===== src/hdl/reset_init_pkg.sv =====
// Shared constants, reset values and types for the reset-state block
package reset_init_pkg;

   // Bus geometry
   localparam int ADDR_W = 12;
   localparam int DATA_W = 32;

   // Register map, byte addresses
   localparam logic [11:0] A_CTRL = 12'h000;
   localparam logic [11:0] A_STATUS = 12'h004;
   localparam logic [11:0] A_GP_BASE = 12'h010;
   localparam logic [11:0] A_SEG_BASE = 12'h080;
   localparam logic [11:0] A_FPU_BASE = 12'h100;
   localparam logic [11:0] A_FPS_BASE = 12'h200;
   localparam logic [11:0] A_PKI_BASE = 12'h300;

   // Control and status bit positions
   localparam int CTRL_FAULT_BIT = 0;
   localparam int CTRL_FPINIT_BIT = 1;
   localparam int ST_FETCH_BIT = 0;
   localparam int ST_RAN_BIT = 1;
   localparam int ST_BUSY_BIT = 2;
   localparam int ST_STRAP_BIT = 3;

   // General register file, word index order
   localparam int GP_N = 14;
   localparam int GP_FLAGS = 0;
   localparam int GP_IP = 1;
   localparam int GP_CR0 = 2;
   localparam int GP_ACC = 6;
   localparam int GP_ID = 7;

   // Reset values of the general register file
   localparam logic [31:0] FLAGS_RST = 32'h0000_0002;
   localparam logic [31:0] IP_RST = 32'h0000_FFF0;
   localparam logic [31:0] CR0_RST = 32'h6000_0010;
   localparam logic [31:0] CR0_KEEP_MASK = 32'h6000_0000;
   localparam logic [31:0] CR0_INIT_SET = 32'h0000_0010;
   localparam logic [31:0] ZERO32 = 32'h0000_0000;
   localparam logic [31:0] GP_RST [GP_N] = '{FLAGS_RST, IP_RST, CR0_RST,
      ZERO32, ZERO32, ZERO32, ZERO32, ZERO32, ZERO32, ZERO32, ZERO32,
      ZERO32, ZERO32, ZERO32};
   // Identification value; arbitrary neutral value
   localparam logic [31:0] ID_DEFAULT = 32'h0000_0A5A;
   // Nonzero accumulator value for a failed self-test
   localparam logic [31:0] FAIL_CODE = 32'h0000_0001;

   // Segments: index 0 is the code segment, 1..5 stack and data
   localparam int SEG_N = 6;
   localparam int SEG_WORDS = 3;
   localparam logic [15:0] CS_SEL = 16'hF000;
   localparam logic [31:0] CS_BASE = 32'hFFFF_0000;
   localparam logic [15:0] DSEG_SEL = 16'h0000;
   localparam logic [31:0] DSEG_BASE = 32'h0000_0000;
   localparam logic [15:0] SEG_LIMIT = 16'hFFFF;
   // Attributes: present, read/write, accessed
   localparam logic [2:0] SEG_ATTR = 3'h7;

   // Floating-point environment words
   localparam int FPU_N = 7;
   localparam int FPU_CTRL = 0;
   localparam int FPU_TAG = 2;
   localparam logic [31:0] FPU_RST [FPU_N] = '{32'h0000_0040, ZERO32,
      32'h0000_5555, ZERO32, ZERO32, ZERO32, ZERO32};
   localparam logic [31:0] FPU_FINIT [FPU_N] = '{32'h0000_037F, ZERO32,
      32'h0000_FFFF, ZERO32, ZERO32, ZERO32, ZERO32};

   // Register banks: stack regs hold +0.0 at reset, packed regs zero
   localparam int FPS_N = 8;
   localparam int FPS_W = 80;
   localparam int FPS_LANES = 3;
   localparam int PKI_N = 8;
   localparam int PKI_W = 64;
   localparam int PKI_LANES = 2;

   // Self-test length in core clock periods
   localparam int unsigned TEST_PERIODS = 5_500_000;
   // Edges to wait after release so the strap synchroniser has settled
   localparam logic [1:0] STRAP_WAIT = 2'h2;

   typedef enum logic [2:0] {
      PH_STRAP = 3'b001,
      PH_TEST = 3'b010,
      PH_RUN = 3'b100
   } phase_t;

endpackage : reset_init_pkg


===== src/hdl/builtin_self_test.sv =====
// Self-test sequencer with programmable run length
`timescale 1ns/1ps
module builtin_self_test
   import reset_init_pkg::*;
#(
   parameter int unsigned TEST_CYCLES = TEST_PERIODS
) (
   input wire logic pclk,
   input wire logic presetn,
   input wire logic start,
   input wire logic inject_fault,
   output logic busy,
   output logic done,
   output logic fail
);
   localparam int CNT_W = $clog2(TEST_CYCLES + 1);

   logic [CNT_W-1:0] cnt_ff, nxt_cnt;
   logic busy_ff, nxt_busy, done_ff, nxt_done, fail_ff, nxt_fail;
   logic [31:0] len_ff;

   // Countdown; a start while busy is ignored
   always_comb begin
      nxt_cnt = cnt_ff;
      nxt_busy = busy_ff;
      nxt_done = 1'b0;
      nxt_fail = fail_ff;
      if (start && !busy_ff) begin
         nxt_busy = 1'b1;
         nxt_cnt = CNT_W'(TEST_CYCLES - 1);
         nxt_fail = inject_fault;
      end else if (busy_ff) begin
         if (cnt_ff == '0) begin
            nxt_busy = 1'b0;
            nxt_done = 1'b1;
         end else begin
            nxt_cnt = cnt_ff - 1'b1;
         end
      end
   end

   always_ff @(posedge pclk or negedge presetn) begin
      if (!presetn) begin
         cnt_ff <= '0;
         busy_ff <= 1'b0;
         done_ff <= 1'b0;
         fail_ff <= 1'b0;
      end else begin
         cnt_ff <= nxt_cnt;
         busy_ff <= nxt_busy;
         done_ff <= nxt_done;
         fail_ff <= nxt_fail;
      end
   end

   assign busy = busy_ff;
   assign done = done_ff;
   assign fail = fail_ff;

   // Helper: busy cycles of the current run, for the length check
   always_ff @(posedge pclk or negedge presetn) begin
      if (!presetn) begin
         len_ff <= 32'h0000_0000;
      end else if (start && !busy_ff) begin
         len_ff <= 32'h0000_0000;
      end else if (busy_ff) begin
         len_ff <= len_ff + 32'h0000_0001;
      end
   end
endmodule : builtin_self_test


===== src/hdl/mem_bank.sv =====
// Small register bank, lane-writable, registered read, cleared at reset
`timescale 1ns/1ps
module mem_bank #(
   parameter int WIDTH = 64,
   parameter int DEPTH = 8,
   parameter int LANES = 2
) (
   input wire logic pclk,
   input wire logic presetn,
   input wire logic wr_en,
   input wire logic [$clog2(DEPTH)-1:0] wr_idx,
   input wire logic [1:0] wr_lane,
   input wire logic [31:0] wr_data,
   input wire logic [$clog2(DEPTH)-1:0] rd_idx,
   output logic [LANES*32-1:0] rd_data
);
   logic [LANES*32-1:0] arr_ff [DEPTH];
   logic [LANES*32-1:0] nxt_arr [DEPTH];
   logic [LANES*32-1:0] rd_ff;

   // Lane write; bits above WIDTH stay zero
   always_comb begin
      nxt_arr = arr_ff;
      if (wr_en && (int'(wr_lane) < LANES)) begin
         nxt_arr[wr_idx][wr_lane*32 +: 32] = wr_data;
      end
      for (int i = 0; i < DEPTH; i++) begin
         nxt_arr[i] = nxt_arr[i] & (LANES*32)'({WIDTH{1'b1}});
      end
   end

   // Async clear costs area but gives a zero bank before first fetch
   always_ff @(posedge pclk or negedge presetn) begin
      if (!presetn) begin
         for (int i = 0; i < DEPTH; i++) begin
            arr_ff[i] <= '0;
         end
         rd_ff <= '0;
      end else begin
         arr_ff <= nxt_arr;
         rd_ff <= arr_ff[rd_idx];
      end
   end

   assign rd_data = rd_ff;

endmodule : mem_bank


===== src/hdl/processor_reset_state_init.sv =====
// Reset-time architectural state with self-test, APB readback
//
// Chosen here: the register addresses and the APB register port.
`timescale 1ns/1ps
module processor_reset_state_init
   import reset_init_pkg::*;
#(
   parameter int unsigned TEST_CYCLES = TEST_PERIODS,
   parameter logic [31:0] ID_VALUE = ID_DEFAULT,
   parameter logic [31:0] FAIL_VALUE = FAIL_CODE
) (
   input wire logic pclk,
   input wire logic presetn,
   input wire logic psel,
   input wire logic penable,
   input wire logic pwrite,
   input wire logic [ADDR_W-1:0] paddr,
   input wire logic [DATA_W-1:0] pwdata,
   output logic [DATA_W-1:0] prdata,
   output logic pready,
   output logic pslverr,
   input wire logic selftest_req_pin,
   input wire logic soft_init_n_pin,
   input wire logic fp_init_req,
   output logic fetch_enable,
   output logic tlb_invalidate,
   output logic btb_invalidate,
   output logic cache_invalidate
);
   phase_t phase_ff, nxt_phase;
   logic [1:0] wait_ff, nxt_wait;
   logic strap_meta_ff, strap_sync_ff, init_meta_ff, init_sync_ff;
   logic init_prev_ff;
   logic ran_ff, nxt_ran, fault_ff, nxt_fault;
   logic test_start, test_busy, test_done, test_fail;
   logic soft_init_evt, fp_init_evt;
   logic [31:0] gp_ff [GP_N];
   logic [31:0] nxt_gp [GP_N];
   logic [31:0] fpu_ff [FPU_N];
   logic [31:0] nxt_fpu [FPU_N];
   logic [15:0] sel_ff [SEG_N];
   logic [15:0] nxt_sel [SEG_N];
   logic [31:0] base_ff [SEG_N];
   logic [31:0] nxt_base [SEG_N];
   logic [DATA_W-1:0] prdata_ff, nxt_prdata;
   logic pready_ff, nxt_pready, pslverr_ff, nxt_pslverr;
   logic fetch_ff, tlb_ff, btb_ff, cache_ff;
   logic [11:0] off_gp, off_seg, off_fpu, off_fps, off_pki;
   logic [31:0] rd_val;
   logic rd_ok, wr_ok, gp_hit, fpu_hit, fps_hit, pki_hit, ctrl_hit;
   logic xfer_ask, wr_commit;
   logic [FPS_LANES*32-1:0] fps_rd;
   logic [PKI_LANES*32-1:0] pki_rd;

   // Pin inputs: two flops each before any logic looks at them
   always_ff @(posedge pclk or negedge presetn) begin
      if (!presetn) begin
         strap_meta_ff <= 1'b0;
         strap_sync_ff <= 1'b0;
         init_meta_ff <= 1'b1;
         init_sync_ff <= 1'b1;
         init_prev_ff <= 1'b1;
      end else begin
         strap_meta_ff <= selftest_req_pin;
         strap_sync_ff <= strap_meta_ff;
         init_meta_ff <= soft_init_n_pin;
         init_sync_ff <= init_meta_ff;
         init_prev_ff <= init_sync_ff;
      end
   end

   // Soft init taken on the asserting edge, only once running
   assign soft_init_evt = !init_sync_ff && init_prev_ff &&
      (phase_ff == PH_RUN);
   assign fp_init_evt = fp_init_req ||
      (wr_commit && ctrl_hit && pwdata[CTRL_FPINIT_BIT]);

   // Start phase: strap is caught once the synchroniser has settled
   always_comb begin
      nxt_phase = phase_ff;
      nxt_wait = wait_ff;
      nxt_ran = ran_ff;
      test_start = 1'b0;
      unique case (phase_ff)
         PH_STRAP: begin
            if (wait_ff == STRAP_WAIT) begin
               if (strap_sync_ff) begin
                  test_start = 1'b1;
                  nxt_ran = 1'b1;
                  nxt_phase = PH_TEST;
               end else begin
                  nxt_phase = PH_RUN;
               end
            end else begin
               nxt_wait = wait_ff + 2'h1;
            end
         end
         PH_TEST: begin
            if (test_done) begin
               nxt_phase = PH_RUN;
            end
         end
         PH_RUN: begin
            nxt_phase = PH_RUN;
         end
         default: begin
            nxt_phase = PH_STRAP;
         end
      endcase
   end

   always_ff @(posedge pclk or negedge presetn) begin
      if (!presetn) begin
         phase_ff <= PH_STRAP;
         wait_ff <= 2'h0;
         ran_ff <= 1'b0;
      end else begin
         phase_ff <= nxt_phase;
         wait_ff <= nxt_wait;
         ran_ff <= nxt_ran;
      end
   end

   builtin_self_test #(
      .TEST_CYCLES(TEST_CYCLES)
   ) u_test (
      .pclk(pclk),
      .presetn(presetn),
      .start(test_start),
      // Next fault value, so a write landing on the start edge still counts
      .inject_fault(nxt_fault),
      .busy(test_busy),
      .done(test_done),
      .fail(test_fail)
   );

   // Address decode and read mux; reads answer one wait state late
   always_comb begin
      off_gp = paddr - A_GP_BASE;
      off_seg = paddr - A_SEG_BASE;
      off_fpu = paddr - A_FPU_BASE;
      off_fps = paddr - A_FPS_BASE;
      off_pki = paddr - A_PKI_BASE;
      ctrl_hit = (paddr == A_CTRL);
      gp_hit = (off_gp < 12'(GP_N * 4)) && (paddr[1:0] == 2'h0);
      fpu_hit = (off_fpu < 12'(FPU_N * 4)) && (paddr[1:0] == 2'h0);
      fps_hit = (off_fps < 12'(FPS_N * 16)) && (paddr[1:0] == 2'h0) &&
         (int'(off_fps[3:2]) < FPS_LANES);
      pki_hit = (off_pki < 12'(PKI_N * 16)) && (paddr[1:0] == 2'h0) &&
         (int'(off_pki[3:2]) < PKI_LANES);
      rd_val = ZERO32;
      rd_ok = 1'b1;
      wr_ok = ctrl_hit || fpu_hit || fps_hit || pki_hit ||
         (gp_hit && (int'(off_gp[5:2]) != GP_ID));
      if (ctrl_hit) begin
         rd_val[CTRL_FAULT_BIT] = fault_ff;
      end else if (paddr == A_STATUS) begin
         rd_val[ST_FETCH_BIT] = fetch_ff;
         rd_val[ST_RAN_BIT] = ran_ff;
         rd_val[ST_BUSY_BIT] = test_busy;
         rd_val[ST_STRAP_BIT] = strap_sync_ff;
      end else if (gp_hit) begin
         rd_val = gp_ff[off_gp[5:2]];
      end else if ((off_seg < 12'(SEG_N * 16)) && (paddr[1:0] == 2'h0) &&
         (int'(off_seg[3:2]) < SEG_WORDS)) begin
         unique case (off_seg[3:2])
            2'h0: rd_val = {16'h0000, sel_ff[off_seg[6:4]]};
            2'h1: rd_val = base_ff[off_seg[6:4]];
            default: rd_val = {13'h0000, SEG_ATTR, SEG_LIMIT};
         endcase
      end else if (fpu_hit) begin
         rd_val = fpu_ff[off_fpu[4:2]];
      end else if (fps_hit) begin
         rd_val = fps_rd[off_fps[3:2]*32 +: 32];
      end else if (pki_hit) begin
         rd_val = pki_rd[off_pki[3:2]*32 +: 32];
      end else begin
         rd_ok = 1'b0;
      end
   end

   // APB slave: pready raised in the second access cycle
   assign xfer_ask = psel && penable && !pready_ff;
   assign wr_commit = psel && penable && pready_ff && pwrite && wr_ok;

   always_comb begin
      nxt_pready = xfer_ask;
      nxt_pslverr = xfer_ask && (pwrite ? !wr_ok : !rd_ok);
      nxt_prdata = (xfer_ask && !pwrite) ? rd_val : ZERO32;
      nxt_fault = (wr_commit && ctrl_hit) ? pwdata[CTRL_FAULT_BIT] :
         fault_ff;
   end

   always_ff @(posedge pclk or negedge presetn) begin
      if (!presetn) begin
         pready_ff <= 1'b0;
         pslverr_ff <= 1'b0;
         prdata_ff <= ZERO32;
         fault_ff <= 1'b0;
      end else begin
         pready_ff <= nxt_pready;
         pslverr_ff <= nxt_pslverr;
         prdata_ff <= nxt_prdata;
         fault_ff <= nxt_fault;
      end
   end

   // General regs: soft init reload, then test result, then software
   always_comb begin
      nxt_gp = gp_ff;
      if (wr_commit && gp_hit) begin
         nxt_gp[off_gp[5:2]] = pwdata;
      end
      if (test_done) begin
         nxt_gp[GP_ACC] = test_fail ? FAIL_VALUE : ZERO32;
      end
      if (soft_init_evt) begin
         nxt_gp = GP_RST;
         nxt_gp[GP_ID] = ID_VALUE;
         nxt_gp[GP_CR0] = (gp_ff[GP_CR0] & CR0_KEEP_MASK) | CR0_INIT_SET;
      end
   end

   // Segment state reloads on soft init as well
   always_comb begin
      nxt_sel = sel_ff;
      nxt_base = base_ff;
      if (soft_init_evt) begin
         for (int i = 0; i < SEG_N; i++) begin
            nxt_sel[i] = (i == 0) ? CS_SEL : DSEG_SEL;
            nxt_base[i] = (i == 0) ? CS_BASE : DSEG_BASE;
         end
      end
   end

   // Fp environment: soft init leaves it, fp init wins over software
   always_comb begin
      nxt_fpu = fpu_ff;
      if (wr_commit && fpu_hit) begin
         nxt_fpu[off_fpu[4:2]] = pwdata;
      end
      if (fp_init_evt) begin
         nxt_fpu = FPU_FINIT;
      end
   end

   always_ff @(posedge pclk or negedge presetn) begin
      if (!presetn) begin
         gp_ff <= GP_RST;
         gp_ff[GP_ID] <= ID_VALUE;
         fpu_ff <= FPU_RST;
         for (int i = 0; i < SEG_N; i++) begin
            sel_ff[i] <= (i == 0) ? CS_SEL : DSEG_SEL;
            base_ff[i] <= (i == 0) ? CS_BASE : DSEG_BASE;
         end
      end else begin
         gp_ff <= nxt_gp;
         fpu_ff <= nxt_fpu;
         sel_ff <= nxt_sel;
         base_ff <= nxt_base;
      end
   end

   // Banks see only bus writes, so both init kinds leave them intact
   mem_bank #(
      .WIDTH(FPS_W),
      .DEPTH(FPS_N),
      .LANES(FPS_LANES)
   ) u_fp_stack (
      .pclk(pclk),
      .presetn(presetn),
      .wr_en(wr_commit && fps_hit),
      .wr_idx(off_fps[6:4]),
      .wr_lane(off_fps[3:2]),
      .wr_data(pwdata),
      .rd_idx(paddr[6:4]),
      .rd_data(fps_rd)
   );

   mem_bank #(
      .WIDTH(PKI_W),
      .DEPTH(PKI_N),
      .LANES(PKI_LANES)
   ) u_packed (
      .pclk(pclk),
      .presetn(presetn),
      .wr_en(wr_commit && pki_hit),
      .wr_idx(off_pki[6:4]),
      .wr_lane(off_pki[3:2]),
      .wr_data(pwdata),
      .rd_idx(paddr[6:4]),
      .rd_data(pki_rd)
   );

   // Core-facing strobes; cache flush only on hard reset release
   always_ff @(posedge pclk or negedge presetn) begin
      if (!presetn) begin
         fetch_ff <= 1'b0;
         tlb_ff <= 1'b0;
         btb_ff <= 1'b0;
         cache_ff <= 1'b0;
      end else begin
         fetch_ff <= (nxt_phase == PH_RUN);
         tlb_ff <= soft_init_evt || (phase_ff == PH_STRAP && wait_ff ==
            2'h0);
         btb_ff <= soft_init_evt || (phase_ff == PH_STRAP && wait_ff ==
            2'h0);
         cache_ff <= (phase_ff == PH_STRAP && wait_ff == 2'h0);
      end
   end

   assign prdata = prdata_ff;
   assign pready = pready_ff;
   assign pslverr = pslverr_ff;
   assign fetch_enable = fetch_ff;
   assign tlb_invalidate = tlb_ff;
   assign btb_invalidate = btb_ff;
   assign cache_invalidate = cache_ff;
endmodule : processor_reset_state_init


===== config.mk =====
export PLATFORM = sky130hd
export DESIGN_NAME = processor_reset_state_init
export DESIGN_NICKNAME = d
export VERILOG_FILES = /design/src/hdl/reset_init_pkg.sv /design/src/hdl/builtin_self_test.sv /design/src/hdl/mem_bank.sv /design/src/hdl/processor_reset_state_init.sv
export SDC_FILE = /design/constraint.sdc
export NUM_CORES = 2
export LEC_CHECK = 0
export ABC_CLOCK_PERIOD_IN_PS = 7500
export BUFFER_PORTS_ARGS = -buffer_cell sky130_fd_sc_hd__buf_4
export CAP_MARGIN = 20
export CORE_ASPECT_RATIO = 0.9
export CORE_MARGIN = 3
export CORE_UTILIZATION = 30
export CTS_BUF_LIST = sky130_fd_sc_hd__clkbuf_8 sky130_fd_sc_hd__clkbuf_16
export DETAILED_ROUTE_END_ITERATION = 7
export HOLD_SLACK_MARGIN = 0.02
export MAX_ROUTING_LAYER = met4
export SYNTH_ARGS = -nofsm -noshare
export SYNTH_HDL_FRONTEND = slang
export SYNTH_HIERARCHICAL = 1
export SYNTH_SLANG_ARGS = --single-unit

===== constraint.sdc =====
create_clock -name pclk -period 7.5 [get_ports pclk]
set_clock_uncertainty 0.15 [all_clocks]
set_input_delay 0.75 -clock pclk [delete_from_list [all_inputs] [get_ports pclk]]
set_output_delay 0.75 -clock pclk [all_outputs]
set_load 0.02 [all_outputs]

==> results.cfg <==
[run_status]
status = finished clean

[routing]
vias = 59190
first_pass_iters = 6
via_per_inst = 5.261
wl_per_cell_um = 25.62
drt-initial-drc-count = 6004
drc_errors = 0
antenna_left = 0
finalWirelength_um = 288300

[power]
comb_power_share_pct = 5.7
seq_power_share_pct = 48.0
p_per_area_nw_per_um2 = 220.4
sw_frac_of_total_pct = 24.40
peakVddDrop_mv = 0.2538
power.switching_w = 0.005704
power_w = 0.02338
p_int_w = 0.01767
clockPowerShare_pct = 46.3
p_leak_nw = 51.58

[global_route]
grt_pass1_vias = 60650
grt_use_met2_pct = 26.12
overflow = 0
grt_pass1_wl_um = 423200
grt_max_degree = 177
grt_use_total_pct = 18.13
grtUsageMet1_pct = 24.64
met3_usage_pct = 4.129
antenna_found_initial = 41
grt_busiest_layer = met2

[sta]
post-route-min-period_ns = 4.723
finalCritPeriodShare_pct = 62.97
max_freq_mhz = 211.7
hold_viol = 0
rsz0062_at_grt = false
drv_slew = 0
worst_pin_slew_ns = 1.217
final-setup-viol-count = 0
max_slew_margin_pct = 18.21
finalSetupTns_ns = 0

[worst_setup_path]
worstSetupStartpointType = register
worstPathArrival_ns = 5.30
cp-startpoint = pready
rr_endpoint = u_fp_stack/arr_ff[146]
crit_required_ns = 8.08
r2r_cells = 6
path_max_fanout = 21
reg2reg_setup_slack_ns = 2.78
reg2reg_from = pready
crit_type = register to register
cp-end-kind = register

[placement]
io_buffer_count = 89
dp_hpwl_um = 170300
routabilityCongestion = 0.9228

[job]
cap_violations = 0

[clock_network]
clk_pin_slew_ns = 0.06
cts_sinks = 2043
cts_tree = yes
clockBufferDepth = 3
worstSkewPairLatency_ns = 0.90
numCtsBuffers = 217
htree_levels = 4
cts_root_buf = clkbuf_16

[finish]
nNetsFinal = 7000
drive_above_1_share_pct = 33.19
final_common_cell = dfrtp_1
final_cell_mix = dfrtp_1 (2,008), mux2_2 (1,227), nand2_1 (719)
area_delta_synth_final_pct = 12.33

[floorplan]
die_w_um = 597.4
rows = 194
io_pins = 90
initial_core_util_pct = 30.28
die_area_um2 = 321600
core_area_um2 = 311900
die_h_um = 538.3

[synthesis]
syn_area_um2 = 94440
ys_types = 86
ys_seq_elements = 2043
ys_async_sr_fraction_pct = 100.0
yosys.area.top_type_share_pct = 53.21
synth_area_leader_cell = dfrtp_1
synthFlopType = dfrtp_1
synthCells = 7180
ys_top_cells_by_area = dfrtp_1 (53%), mux2_2 (15%), mux4_2 (9.9%), mux2i_1 (4.7%), nand2_1 (2.9%)
yosys_warnings = 6
seq_area_frac_synth_pct = 54.18
synth_edf_count = 0
syn_area_per_cell_um2 = 13.15

[worst_hold_path]
min-delay-start = init_meta_ff
hp-class = register to register
hold_depth = 0
hold_end = init_sync_ff
==> flip-flops by register name, summed over array words and instances, names as in the netlist, 2 cells and up <==
register	cells
u_fp_stack/arr_ff	640
gp_ff	448
prdata	32
u_packed/rd_data	64
wait_ff	2
u_fp_stack/rd_data	80
fpu_ff	224
u_test/cnt_ff	23
u_packed/arr_ff	512
phase_ff	3
==> per-layer routing <==
layer	wire length (um)	share of wire (%)
met4	11440	4.0
met2	127800	44
met1	124400	43
met5	0	0
met3	24620	8.5
==> stage by stage <==
stage | cell area (um^2) | setup slack, ns | hold slack (ns) | cells | utilization, %
2_1_floorplan | 94490 | 3.618 | 0.1812 | 7195 | -
3_3_place_gp | 98440 | 2.260 | 0.2176 | 10810 | 31.56
3_5_place_dp | 98490 | 2.317 | 0.2169 | 10810 | 31.58
4_1_cts | 105900 | 2.999 | 0.1470 | 11210 | 33.94
5_1_grt | 106000 | 2.855 | 0.1888 | 11230 | 34.00
6_report | 106100 | 2.777 | 0.1906 | 11250 | 34.01
==> critical path, cell delays in order, from the launching register on <==
cell and delay (ns):
dfrtp_1 0.54, nand4_1 0.63, nor2_1 0.85, nor4bb_1 0.89
nor2b_4 0.64, buf_4 0.44, mux2_2 0.38
==> layout make-up <==
cell class | instances | area, um^2
tap | 4116 | 5150
inverter | 18 | 67.56
fill | 29920 | 205800
multi-input combinational | 4416 | 40180
timing repair buffer | 231 | 2095
antenna | 34 | 85.08
clock inverter | 121 | 1135
clock buffer | 273 | 6201
sequential | 2043 | 51170
==> power groups by stage <==
| stage | sequential, W | clock, W | combinational, W |
|---|---|---|---|
| floorplan | 0.0114 | 0 | 0.000692 |
| global placement | 0.0114 | 0 | 0.00131 |
| detailed placement | 0.0114 | 0 | 0.00134 |
| CTS | 0.0112 | 0.0111 | 0.00134 |
| global route | 0.0112 | 0.0115 | 0.00144 |
| finish | 0.0112 | 0.0108 | 0.00133 |
==> worst max-delay path by stage <==
| stage | end | slack, ns | cells past startpoint |
|---|---|---|---|
| after floorplan | u_fp_stack/arr_ff[741] | 3.62 | 13 |
| after global placement | u_fp_stack/arr_ff[513] | 2.26 | 8 |
| after detailed placement | u_fp_stack/arr_ff[521] | 2.32 | 8 |
| after CTS | u_fp_stack/arr_ff[529] | 3.00 | 5 |
| after global routing | u_fp_stack/arr_ff[146] | 2.85 | 6 |
| final | u_fp_stack/arr_ff[146] | 2.78 | 6 |
==> cell families (layout without fill, tap and decap cells) <==
kind of cell               after synthesis  in the layout  synth area share, %
other                                    1             50             0.003971
muxes                                 2192           2192                30.55
adders and majority gates               21             21               0.2782
AOI/OAI and AO/OA                      595            595                3.720
DFF                                   2043           2043                54.18
and+or+nand+nor                       1574           1574                7.439
xor gates and xnor gates                18             18               0.1669
buffers and inverters                  736            643                3.661
==> Yosys cell counts, drive strengths merged (35+ instances only) <==
cell type	instances
a21oi	399
and2	150
and3	42
buf	304
clkbuf	414
dfrtp	2008
dfstp	35
mux2	1330
mux2i	446
mux4	416
nand2	736
nand3	46
nor2	456
nor3	39
o21ai	42
==> what timing repair did <==
| action | 4_1_cts | 5_1_grt |
|---|---|---|
| resized for setup | 0 | 0 |
| hold buffers | 3 | 0 |
| setup buffers | 0 | 0 |
| endpoints found under the setup margin | 0 | 0 |
| hold endpoints to repair | 105 | 0 |
Note: power is estimated with default switching activity, not from simulation.
